===== src/cmlse_pkg.sv =====
// Package for the move/logic subset executor: opcode patterns, field
// positions, widths, reset values and the sequencer states.
// Assumes a 14-bit instruction word and a 13-bit program counter.
package cmlse_pkg;

  // ****************************************
  // Widths
  // ****************************************
  localparam int INSTR_W = 14;
  localparam int DATA_W = 8;
  localparam int ADDR_W = 7;
  localparam int PC_W = 13;

  // ****************************************
  // Field positions
  // ****************************************
  localparam int LIT_LSB = 0;        // 8-bit literal, bits 7..0
  localparam int ADDR_LSB = 0;       // 7-bit register address, bits 6..0
  localparam int DEST_BIT = 7;       // Target select: 0 accumulator, 1 memory
  localparam int MSB_BIT = 7;        // Bit that leaves on a left rotate

  // ****************************************
  // Opcode patterns (mask, match)
  // ****************************************
  localparam logic [13:0] LOAD_LIT_MASK = 14'h3c00;
  localparam logic [13:0] LOAD_LIT_MATCH = 14'h3000;
  localparam logic [13:0] OR_MEM_MASK = 14'h3f00;
  localparam logic [13:0] OR_MEM_MATCH = 14'h0400;
  localparam logic [13:0] STORE_MASK = 14'h3f80;
  localparam logic [13:0] STORE_MATCH = 14'h0080;
  localparam logic [13:0] COPY_MASK = 14'h3f00;
  localparam logic [13:0] COPY_MATCH = 14'h0800;
  localparam logic [13:0] ROT_MASK = 14'h3f00;
  localparam logic [13:0] ROT_MATCH = 14'h0d00;
  localparam logic [13:0] NOP_MASK = 14'h3f9f;
  localparam logic [13:0] NOP_MATCH = 14'h0000;
  localparam logic [13:0] IRET_MASK = 14'h3fff;
  localparam logic [13:0] IRET_MATCH = 14'h0009;

  // ****************************************
  // Reset values and constants
  // ****************************************
  localparam logic [7:0] ACC_RST = 8'h00;
  localparam logic [12:0] PC_RST = 13'h0000;
  localparam logic [12:0] PC_STEP = 13'h0001;
  localparam logic [7:0] ZERO_BYTE = 8'h00;
  localparam logic [6:0] ADDR_RST = 7'h00;
  localparam logic [13:0] INSTR_RST = 14'h0000;

  // ****************************************
  // Types
  // ****************************************
  typedef enum logic [2:0] {
    OP_NONE = 3'b000,
    OP_LOAD_LIT = 3'b001,
    OP_OR_MEM = 3'b010,
    OP_STORE = 3'b011,
    OP_COPY = 3'b100,
    OP_ROT = 3'b101,
    OP_NOP = 3'b110,
    OP_IRET = 3'b111
  } cmlse_op_t;

  typedef enum logic [0:0] {
    ST_ACCEPT = 1'b0,
    ST_EXEC = 1'b1
  } cmlse_state_t;

endpackage : cmlse_pkg


===== src/cmlse_core.sv =====
// Executor for a move/logic subset of a 14-bit instruction set.
// Assumes an external register file read combinationally at mem_addr,
// written on mem_wr_en, and an external stack that pops on stack_pop.
`timescale 1ns/1ps
`default_nettype none

// Notes on behaviour
// - Load-literal puts the 8-bit literal in the accumulator; flags unchanged.
// - OR accumulator with register; target bit picks destination; zero flag updated.
// - Store copies accumulator into addressed register; flags unchanged.
// - Copy-memory moves register to accumulator or back to itself; zero updated.
// - Copy back to itself leaves register as is but still sets zero.
// - Rotate left through carry; old carry to bit 0, bit 7 to carry.
module cmlse_core (
  // Clock and reset
  input wire logic ref_clk,
  input wire logic arst_n,
  // Instruction handshake
  input wire logic instr_valid,
  input wire logic [13:0] instr_word,
  output logic instr_ready,
  output logic instr_done,
  output logic instr_unsupported,
  // Register file
  output logic [6:0] mem_addr,
  input wire logic [7:0] mem_rd_data,
  output logic mem_wr_en,
  output logic [7:0] mem_wr_data,
  // Stack
  input wire logic [12:0] stack_top,
  output logic stack_pop,
  // Core state
  output logic [7:0] acc,
  output logic carry_flag,
  output logic zero_flag,
  output logic [12:0] prog_counter,
  output logic global_irq_allow
);

  // ****************************************
  // State
  // ****************************************
  cmlse_pkg::cmlse_state_t state_r, state_nxt;
  logic [13:0] instr_r, instr_nxt;
  logic [6:0] addr_r, addr_nxt;
  logic ready_r, ready_nxt;
  logic done_r, done_nxt;
  logic unsup_r, unsup_nxt;
  logic wr_en_r, wr_en_nxt;
  logic [7:0] wr_data_r, wr_data_nxt;
  logic pop_r, pop_nxt;
  logic [7:0] acc_r, acc_nxt;
  logic carry_r, carry_nxt;
  logic zero_r, zero_nxt;
  logic [12:0] pc_r, pc_nxt;
  logic gie_r, gie_nxt;
  cmlse_pkg::cmlse_op_t op_class;
  logic to_mem;
  logic [7:0] result;

  // ****************************************
  // Helpers
  // ****************************************
  // Zero test shared by the OR and copy paths
  function automatic logic is_zero(input logic [7:0] value);
    is_zero = (value == cmlse_pkg::ZERO_BYTE);
  endfunction

  // Classify the latched word
  cmlse_decode u_decode (
    .instr_word(instr_r),
    .op_class(op_class)
  );

  assign to_mem = instr_r[cmlse_pkg::DEST_BIT];

  // ****************************************
  // Next-state logic
  // ****************************************
  // Two cycles per instruction: latch and present the address, then execute.
  // Costs a cycle but keeps the register-file address straight off a flop.
  always_comb begin
    // Pulses default low, so each stands for exactly one cycle
    state_nxt = state_r;
    instr_nxt = instr_r;
    addr_nxt = addr_r;
    ready_nxt = ready_r;
    done_nxt = 1'b0;
    unsup_nxt = 1'b0;
    wr_en_nxt = 1'b0;
    wr_data_nxt = wr_data_r;
    pop_nxt = 1'b0;
    acc_nxt = acc_r;
    carry_nxt = carry_r;
    zero_nxt = zero_r;
    pc_nxt = pc_r;
    gie_nxt = gie_r;
    result = cmlse_pkg::ZERO_BYTE;
    unique case (state_r)
      cmlse_pkg::ST_ACCEPT: begin
        // One word in flight; an offer while ready is low is not taken
        if (instr_valid && ready_r) begin
          instr_nxt = instr_word;
          addr_nxt = instr_word[cmlse_pkg::ADDR_LSB +: cmlse_pkg::ADDR_W];
          ready_nxt = 1'b0;
          state_nxt = cmlse_pkg::ST_EXEC;
        end
      end
      cmlse_pkg::ST_EXEC: begin
        // Ready and done rise together, so back-to-back words lose no cycle
        ready_nxt = 1'b1;
        done_nxt = 1'b1;
        state_nxt = cmlse_pkg::ST_ACCEPT;
        // Counter wraps silently at its top; no overflow is reported
        pc_nxt = pc_r + cmlse_pkg::PC_STEP;
        unique case (op_class)
          cmlse_pkg::OP_LOAD_LIT: begin
            acc_nxt = instr_r[cmlse_pkg::LIT_LSB +: cmlse_pkg::DATA_W];
          end
          cmlse_pkg::OP_OR_MEM, cmlse_pkg::OP_COPY, cmlse_pkg::OP_ROT: begin
            if (op_class == cmlse_pkg::OP_OR_MEM) begin
              result = acc_r | mem_rd_data;
              zero_nxt = is_zero(result);
            end else if (op_class == cmlse_pkg::OP_COPY) begin
              result = mem_rd_data;
              zero_nxt = is_zero(result);
            end else begin
              // Old carry enters at the bottom, old top bit leaves as carry
              result = {mem_rd_data[cmlse_pkg::MSB_BIT - 1:0], carry_r};
              carry_nxt = mem_rd_data[cmlse_pkg::MSB_BIT];
            end
            // Target bit steers the result; copy to itself rewrites the same value
            if (to_mem) begin
              wr_en_nxt = 1'b1;
              wr_data_nxt = result;
            end else begin
              acc_nxt = result;
            end
          end
          cmlse_pkg::OP_STORE: begin
            // Store leaves every flag alone
            wr_en_nxt = 1'b1;
            wr_data_nxt = acc_r;
          end
          cmlse_pkg::OP_IRET: begin
            // Stack must show its top word in this cycle; the pop follows the load
            pc_nxt = stack_top;
            pop_nxt = 1'b1;
            gie_nxt = 1'b1;
          end
          cmlse_pkg::OP_NOP: begin
            // Nothing but the counter advance
          end
          cmlse_pkg::OP_NONE: begin
            // Outside this subset: flagged, otherwise behaves as a no-operation
            unsup_nxt = 1'b1;
          end
        endcase
      end
    endcase
  end

  // ****************************************
  // Registers
  // ****************************************
  // Reset loads constants only; its release is taken as synchronous to ref_clk
  always_ff @(posedge ref_clk or negedge arst_n) begin
    if (!arst_n) begin
      state_r <= cmlse_pkg::ST_ACCEPT;
      instr_r <= cmlse_pkg::INSTR_RST;
      addr_r <= cmlse_pkg::ADDR_RST;
      ready_r <= 1'b1;
      done_r <= 1'b0;
      unsup_r <= 1'b0;
      wr_en_r <= 1'b0;
      wr_data_r <= cmlse_pkg::ZERO_BYTE;
      pop_r <= 1'b0;
      acc_r <= cmlse_pkg::ACC_RST;
      carry_r <= 1'b0;
      zero_r <= 1'b0;
      pc_r <= cmlse_pkg::PC_RST;
      gie_r <= 1'b0;
    end else begin
      state_r <= state_nxt;
      instr_r <= instr_nxt;
      addr_r <= addr_nxt;
      ready_r <= ready_nxt;
      done_r <= done_nxt;
      unsup_r <= unsup_nxt;
      wr_en_r <= wr_en_nxt;
      wr_data_r <= wr_data_nxt;
      pop_r <= pop_nxt;
      acc_r <= acc_nxt;
      carry_r <= carry_nxt;
      zero_r <= zero_nxt;
      pc_r <= pc_nxt;
      gie_r <= gie_nxt;
    end
  end

  // ****************************************
  // Outputs, all straight from flops
  // ****************************************
  // No logic after the flops, so the outputs never glitch
  assign instr_ready = ready_r;
  assign instr_done = done_r;
  assign instr_unsupported = unsup_r;
  assign mem_addr = addr_r;
  assign mem_wr_en = wr_en_r;
  assign mem_wr_data = wr_data_r;
  assign stack_pop = pop_r;
  assign acc = acc_r;
  assign carry_flag = carry_r;
  assign zero_flag = zero_r;
  assign prog_counter = pc_r;
  assign global_irq_allow = gie_r;

endmodule // cmlse_core

`default_nettype wire


===== src/cmlse_decode.sv =====
// Instruction classifier for the move/logic subset executor.
// Assumes a 14-bit word; purely combinational, no clock.
`timescale 1ns/1ps
`default_nettype none

module cmlse_decode (
  // Instruction in
  input wire logic [13:0] instr_word,
  // Class out
  output cmlse_pkg::cmlse_op_t op_class
);

  // ****************************************
  // Pattern match
  // ****************************************
  function automatic logic hit(input logic [13:0] w, input logic [13:0] m,
                               input logic [13:0] v);
    hit = ((w & m) == v);
  endfunction

  // Literal don't-care bits fall outside the mask, so their value is ignored
  always_comb begin
    if (hit(instr_word, cmlse_pkg::LOAD_LIT_MASK, cmlse_pkg::LOAD_LIT_MATCH)) begin
      op_class = cmlse_pkg::OP_LOAD_LIT;
    end else if (hit(instr_word, cmlse_pkg::OR_MEM_MASK, cmlse_pkg::OR_MEM_MATCH)) begin
      op_class = cmlse_pkg::OP_OR_MEM;
    end else if (hit(instr_word, cmlse_pkg::STORE_MASK, cmlse_pkg::STORE_MATCH)) begin
      op_class = cmlse_pkg::OP_STORE;
    end else if (hit(instr_word, cmlse_pkg::COPY_MASK, cmlse_pkg::COPY_MATCH)) begin
      op_class = cmlse_pkg::OP_COPY;
    end else if (hit(instr_word, cmlse_pkg::ROT_MASK, cmlse_pkg::ROT_MATCH)) begin
      op_class = cmlse_pkg::OP_ROT;
    end else if (hit(instr_word, cmlse_pkg::IRET_MASK, cmlse_pkg::IRET_MATCH)) begin
      op_class = cmlse_pkg::OP_IRET;
    end else if (hit(instr_word, cmlse_pkg::NOP_MASK, cmlse_pkg::NOP_MATCH)) begin
      op_class = cmlse_pkg::OP_NOP;
    end else begin
      op_class = cmlse_pkg::OP_NONE;
    end
  end

endmodule // cmlse_decode

`default_nettype wire


===== config.mk =====
export PLATFORM = sky130hd
export DESIGN_NAME = cmlse_core
export DESIGN_NICKNAME = d
export VERILOG_FILES = /design/src/cmlse_pkg.sv /design/src/cmlse_core.sv /design/src/cmlse_decode.sv
export SDC_FILE = /design/constraint.sdc
export NUM_CORES = 1
export LEC_CHECK = 0
export BUFFER_PORTS_ARGS = -buffer_cell sky130_fd_sc_hd__buf_2
export CAP_MARGIN = 20
export CORE_MARGIN = 2
export CORE_UTILIZATION = 53
export DETAILED_ROUTE_END_ITERATION = 8
export PLACE_DENSITY = 0.9
export SLEW_MARGIN = 20
export SYNTH_ARGS = -nofsm -noshare
export SYNTH_HDL_FRONTEND = slang
export SYNTH_SLANG_ARGS = --single-unit

===== constraint.sdc =====
create_clock -name ref_clk -period 2.7 [get_ports ref_clk]
set_clock_uncertainty 0.1 [all_clocks]
set_input_delay 0.27 -clock ref_clk [delete_from_list [all_inputs] [get_ports ref_clk]]
set_output_delay 0.27 -clock ref_clk [all_outputs]
set_load 0.02 [all_outputs]

==> Word level (Yosys, flattened, before mapping) <==
Index checks and enable logic that the tools add are counted.
{ "totals": {"reg_bits": 59} }
{ "op_classes": {"n_addsub": 1, "n_eq_ne": 15, "muxes": 28, "bitwise": 4, "n_reduce_logical": 15} }
{ "op_table": {"columns": ["operator", "n"], "rows": [
  ["8-bit 2-to-1 mux", 4],
  ["8-bit one-hot mux with 2 select lines", 2],
  ["3-bit 2-to-1 mux", 7],
  ["8-bit logical NOT", 2],
  ["14-bit by 4-bit == test with 1-bit output, second input constant", 1],
  ["14-bit logical NOT", 1],
  ["13-bit by 1-bit adder with 13-bit output, second input constant", 1],
  ["13-bit 2-to-1 mux", 1],
  ["6-bit by 4-bit == test with 1-bit output, second input constant", 2],
  ["1-bit 2-to-1 mux", 11],
  ["3-bit == test, second input constant", 3],
  ["3-bit AND reduction", 3],
  ["8-bit bitwise OR", 1],
  ["7-bit by 1-bit == test with 1-bit output, second input constant", 1],
  ["3-bit by 2-bit == test with 1-bit output, second input constant", 2],
  ["6-bit by 3-bit == test with 1-bit output, second input constant", 1],
  ["2-bit inequality test, second input constant", 3],
  ["1-bit one-hot mux with 2 select lines", 3],
  ["2-bit nonzero test", 3],
  ["4-bit == test, second input constant", 1],
  ["2-bit AND reduction", 2],
  ["4-bit AND reduction", 1],
  ["3-bit by 1-bit == test with 1-bit output, second input constant", 1],
  ["3-bit logical NOT", 1],
  ["3 further kinds", 5]
]} }

==> Logic depth before layout (Yosys ltp) <==
{ "logic_depth": {"ltp_word": 13, "depth_mapped": 8, "mapped_depth_nobuf": 6} }

==> Cells and area by module <==
From an unflattened synthesis, not the netlist that was laid out.
{ "hier_totals": {"hier_cells": 347, "hier_area_um2": 3075.4} }
{ "by_module_without_submodules": {"columns": ["mod", "n_inst", "cells_per_inst", "area_each_um2"], "rows": [
  ["cmlse_core", 1, 331, 2957.8],
  ["cmlse_decode", 1, 16, 117.6]
]} }

==> Least setup slack after synthesis <==
OpenSTA, ideal clock, no wires.
{ "synth_timing": {"path_type": "register to register", "from": "register instr_r[8]", "to": "register acc_r[0] (netlist: acc[0])", "setup_time_ps": 125, "t_arrival_ps": 1821, "setup_slack_ps": 654, "path_stages_with_launch": 7, "period_less_slack_ps": 2046, "cell_sequence": "dfrtp_1 nor4_2 buf_4 nand2_2 a211o_1 o211ai_4 mux2_2"} }
{ "synth_between": {"elab_chain_cells": 13, "word_cells_on_any_way": 25, "classes_between": "eq/ne (10); mux (11); reduce/logical (4)"} }
{ "synth_lines": {"columns": ["item", "line", "text"], "rows": [
  ["start, declared", "cmlse_core.sv:44", "logic [13:0] instr_r, instr_nxt;"],
  ["start signal, assigned", "cmlse_core.sv:170", "instr_r <= cmlse_pkg::INSTR_RST;"],
  ["start signal, assigned", "cmlse_core.sv:185", "instr_r <= instr_nxt;"],
  ["14-bit logical NOT", "cmlse_decode.sv:18", "hit = ((w & m) == v);"],
  ["3-bit 2-to-1 mux", "cmlse_decode.sv:35", "end else if (hit(instr_word, cmlse_pkg::NOP_MASK, cmlse_pkg::NOP_MATCH)) begin"],
  ["3-bit 2-to-1 mux", "cmlse_decode.sv:33", "end else if (hit(instr_word, cmlse_pkg::IRET_MASK, cmlse_pkg::IRET_MATCH)) begin"],
  ["3-bit 2-to-1 mux", "cmlse_decode.sv:31", "end else if (hit(instr_word, cmlse_pkg::ROT_MASK, cmlse_pkg::ROT_MATCH)) begin"],
  ["3-bit 2-to-1 mux", "cmlse_decode.sv:29", "end else if (hit(instr_word, cmlse_pkg::COPY_MASK, cmlse_pkg::COPY_MATCH)) begin"],
  ["3-bit 2-to-1 mux", "cmlse_decode.sv:27", "end else if (hit(instr_word, cmlse_pkg::STORE_MASK, cmlse_pkg::STORE_MATCH)) begin"],
  ["3-bit 2-to-1 mux *", "cmlse_decode.sv:25", "end else if (hit(instr_word, cmlse_pkg::OR_MEM_MASK, cmlse_pkg::OR_MEM_MATCH)) begin"],
  ["3-bit 2-to-1 mux *", "cmlse_decode.sv:23", "if (hit(instr_word, cmlse_pkg::LOAD_LIT_MASK, cmlse_pkg::LOAD_LIT_MATCH)) begin"],
  ["3-bit == test", "cmlse_core.sv:116, cmlse_core.sv:124", null],
  ["8-bit 2-to-1 mux", "cmlse_core.sv:124", "end else if (op_class == cmlse_pkg::OP_COPY) begin"],
  ["8-bit 2-to-1 mux", "cmlse_core.sv:121", "if (op_class == cmlse_pkg::OP_OR_MEM) begin"],
  ["8-bit 2-to-1 mux", "cmlse_core.sv:133", "if (to_mem) begin"],
  ["8-bit one-hot mux with 2 select lines", "cmlse_core.sv:116", "unique case (op_class)"],
  ["end signal, assigned", "cmlse_core.sv:178", "acc_r <= cmlse_pkg::ACC_RST;"],
  ["end signal, assigned", "cmlse_core.sv:193", "acc_r <= acc_nxt;"],
  ["end, declared", "cmlse_core.sv:52", "logic [7:0] acc_r, acc_nxt;"]
]} }
Every way passes the cells marked *; elsewhere a longest branch is shown, timed or not. The select of a mux whose other input is x is not followed.
A chain may end at the register's enable or synchronous reset.

==> Worst setup path in the final report <==
{ "layout_timing": {"from": "register instr_r[8]", "to": "register wr_data_r[5] (netlist: mem_wr_data[5])"} }
{ "layout_between": {"elab_chain_cells": 13, "word_cells_on_any_way": 25, "classes_between": "eq/ne (10); mux (11); reduce/logical (4)"} }
{ "layout_lines": {"columns": ["item", "line", "text"], "rows": [
  ["14-bit logical NOT", "cmlse_decode.sv:18", null],
  ["3-bit 2-to-1 mux", "cmlse_decode.sv:35", null],
  ["3-bit 2-to-1 mux", "cmlse_decode.sv:33", null],
  ["3-bit 2-to-1 mux", "cmlse_decode.sv:31", null],
  ["3-bit 2-to-1 mux", "cmlse_decode.sv:29", null],
  ["3-bit 2-to-1 mux", "cmlse_decode.sv:27", null],
  ["3-bit 2-to-1 mux *", "cmlse_decode.sv:25", null],
  ["3-bit 2-to-1 mux *", "cmlse_decode.sv:23", null],
  ["3-bit == test", "cmlse_core.sv:116, cmlse_core.sv:124", null],
  ["8-bit 2-to-1 mux", "cmlse_core.sv:124", null],
  ["8-bit 2-to-1 mux", "cmlse_core.sv:121", null],
  ["8-bit 2-to-1 mux", "cmlse_core.sv:133", null],
  ["8-bit one-hot mux with 2 select lines", "cmlse_core.sv:116", null],
  ["end signal, assigned", "cmlse_core.sv:176", "wr_data_r <= cmlse_pkg::ZERO_BYTE;"],
  ["end signal, assigned", "cmlse_core.sv:191", "wr_data_r <= wr_data_nxt;"],
  ["end, declared", "cmlse_core.sv:50", "logic [7:0] wr_data_r, wr_data_nxt;"]
]} }
Marks and branches as above.

==> key figures <==
Route
  • Vias: around 2900
  • Final ANT Viol Nets: 0
  • DR top layer: met4
  • Metal3 WL: 409 um
  • Wire per inst: approximately 15 um
  • DRT iter0 DRCs: about 270
  • DRT Pass-1 Iters: 4
  • Metal-1 WL: 3.14 mm
  • DR DRC count: 0
  • Final WL: between 7 and 8 mm
  • Vias per cell: around 5.9
  • DR WL met2: 3.63 mm

CTS
  • Post-CTS sizing: 0
  • CTS Sinks: 52
  • Worst-skew pair later-pin latency: 0.31 ns
  • CTS tree: built
  • Clk pin slew, worst setup/hold paths: about 0.090 ns
  • Post-CTS Repair Setup Buffers: 0
  • Clock root buffer: clkbuf_8
  • Hold-fix buffers, CTS: 1
  • H-tree levels: 2
  • Clock buffer count from CTS: 5
  • Clk buf depth: 2

Logic synthesis
  • Mapped Area: between 2000 and 3000 sq um
  • Async SR Flop Fraction: 100%
  • Yosys reg bits: 52
  • Sequential cell area fraction in the yosys report: 43.6%
  • Post-synth EDFFs: 0
  • Post-synthesis cell count: around 340
  • Synth Flop Type: dfrtp_1
  • Post-synth cell types: 50
  • Yosys warnings: 0
  • Synth Area per Inst: around 8.7 sq um
  • Syn_nets: about 380

Floorplan
  • Die width: a little under 80 um
  • IO Count: 82
  • DIE AREA: between 6000 and 7000 sq um
  • Vert. Die Dim: ~79 um
  • Initial core utilization: 54.6%
  • Placeable Area: roughly 5500 sq um
  • Row cnt: 27

Setup path
  • CP arrival: between 2 and 2.5 ns
  • R2r setup slk: 0.44 ns
  • Worst path cell trace: nor4_4, buf_4, and3_1, o311ai_0, o21a_1
  • Reg2reg start: instr_r[8]
  • Worst r2r dst: mem_wr_data[5]
  • CP max stage delay: about 0.53 ns
  • Critical path endpoint: mem_wr_data[5]
  • Worst path top cell family by delay: simple AND/OR/NAND/NOR gates
  • Setup crit start: instr_r[8]
  • Worst Path Required: about 2.8 ns
  • Crit path depth: 5
  • Buf+Inv Stages, Crit Path: 1
  • Crit Path Max Fanout: 27
  • CP Class: reg -> reg
  • Reg2Reg Depth: 5
  • Worst Setup End Kind: register
  • Critical Path Start Type: register
  • Slowest cell on crit path: and3_1

STA
  • Post-route minimum period: about 2.3 ns
  • Hold WS: between 0.04 and 0.05 ns
  • Slew headroom: 59.9%
  • Fmax achieved: around 440 MHz
  • Hold Violations, Final: 0
  • Period utilization: 83.9%
  • Fin Setup TNS: 0 ns
  • Slew Limit Fails: 0
  • Setup Viol. Count Final: 0
  • RSZ-0062 raised after global routing: false
  • Setup ws final: between 0.4 and 0.5 ns
  • Worst Tran Pin Value: between 0.5 and 0.6 ns

Finish
  • Synth-to-Final Area Change: 17.2%
  • N_diodes: 0
  • Multi-input logic area: around 1500 sq um
  • Layout Nets: 453
  • FF/Latch Area: around 1300 sq um
  • Fillers: 492
  • Cell Count, Final, Fillers Out: around 490
  • Share of post-route cells with drive strength above 1: 27.3%

Placed design
  • RD Place Congestion: between 0.9 and 1
  • Port buffer count: 81
  • DP Cell Count: ~480
  • Dpl hpwl: 5.41 mm
  • Place WS: 0.446 ns

Global routing
  • Total track usage: 24.7%
  • Largest net degree at the start of global routing: 31
  • Initial antenna violation count: 0
  • GR Overflow Total: 0
  • First-pass GRT wire length: 12.3 mm
  • Number of global-route vias before repair: between 2000 and 3000

Power and ir drop
  • Clock power share: between 30% and 40%
  • Cell-internal power: slightly below 1000 uW
  • Pleak: 0.00173 uW
  • Sw frac: between 20% and 30%
  • P_sw: about 290 uW
  • Pwr dens: roughly 360 nW/um^2
  • Flop pwr share: between 60% and 70%
  • Comb pwr share: approximately 5.7%
  • Max VDD drop: approximately 180 uV
  • Pwr Total: 1270 uW

Worst hold path
  • Worst Hold Class: in -> reg

Flow run
  • Max Cap Viol: 0

Status
  • Status: finished clean
[cell families (layout without fill, tap and decap cells)]
group / after synthesis / after routing / share of synthesized area [%]
fa+ha+maj: 1 / 1 / 0.419
flops: 52 / 52 / 43.6
compound gates: 104 / 104 / 24.0
simple gates: 136 / 136 / 21.2
xor+xnor: 1 / 1 / 0.293
mux: 12 / 12 / 4.36
buf+inv: 38 / 108 / 6.11
[synth_stat cells (8+ instances only)]
master	number	area (sq um)
a21oi_1	16	80.1
a31oi_1	9	56.3
buf_2	8	40.0
nand2_1	62	233
clkbuf_1	10	37.5
o22ai_1	11	68.8
o21ai_0	17	85.1
nor2_1	24	90.1
buf_4	8	60.1
inv_1	10	37.5
o21a_1	8	60.1
o31ai_1	8	60.1
nand3_1	8	40.0
nor2b_1	16	100
dfrtp_1	51	1280
[how the worst min path moves through the flow]
stage / from / to / slack, ns / depth (start not counted)
2_1_floorplan: arst_n / acc[0] / -0.13 / 0
3_3_place_gp: arst_n / instr_r[4] / 0.16 / 1
3_5_place_dp: arst_n / instr_r[4] / 0.16 / 1
4_1_cts: instr_word[10] / instr_r[10] / 0.04 / 3
5_1_grt: instr_word[10] / instr_r[10] / 0.04 / 3
6_report: instr_word[13] / instr_r[13] / 0.05 / 3
[registers in the layout, summed over array words and instances (netlist names)]
register	cells
carry_flag	1
instr_r	14
global_irq_allow	1
instr_done	1
instr_ready	1
instr_unsupported	1
state_r	1
mem_wr_data	8
acc	8
prog_counter	13
mem_wr_en	1
stack_pop	1
zero_flag	1
[placed cells by master (no fill, tap or decap), types with 4 or more instances in the layout]
cell | synthesis | routed
buf_2 | 8 | 81
nand2_1 | 62 | 62
dfrtp_1 | 51 | 51
nor2_1 | 24 | 24
o21ai_0 | 17 | 17
nor2b_1 | 16 | 16
a21oi_1 | 16 | 16
o22ai_1 | 11 | 11
inv_1 | 10 | 10
a31oi_1 | 9 | 9
buf_4 | 8 | 9
o31ai_1 | 8 | 8
nand3_1 | 8 | 8
o21a_1 | 8 | 8
mux2_2 | 7 | 7
nor4_1 | 7 | 7
o311ai_0 | 7 | 7
a22oi_1 | 6 | 6
nor3_1 | 5 | 5
clkbuf_8 | 0 | 5
mux2i_1 | 4 | 4
[area by class of cell]
class / count / share of cell area [%]
flip-flops and latches: 52 / 37.2
multi-input cells: 254 / 43.2
inverters: 10 / 1.07
well taps: 72 / 2.57
clock inverters: 1 / 0.143
clock buffers: 6 / 2.07
repair buffers: 91 / 13.8
[worst min-delay path, cell delays in order]
cell and delay (ns):
buf_2 0.07, nand2_1 0.04, nand2_1 0.04
[metrics by stage]
| step | util [%] | cell area, sq um |
|---|---|---|
| after floorplan | - | 2990 |
| after global placement | 62.4 | 3410 |
| after detailed placement | 62.4 | 3410 |
| after CTS | 64.0 | 3500 |
| after global routing | 64.0 | 3500 |
| final | 64.0 | 3500 |
[routing by layer]
layer / global-route usage [%] / vias up
met1: 32.2 / 1359
met5: 0 / -
met2: 41.2 / 106
li1: - / 1373
met3: 4.20 / 14
met4: 9.48 / 0
[power by group through the flow]
stage	Combinational, uW	Clock [uW]	Sequential (uW)
floorplan	16.6	0	796
global placement	70.1	0	795
detailed placement	71.4	0	795
CTS	72.7	430	780
global route	81.7	464	780
finish	72.1	421	780
Note: power is estimated with default switching activity, not from simulation.
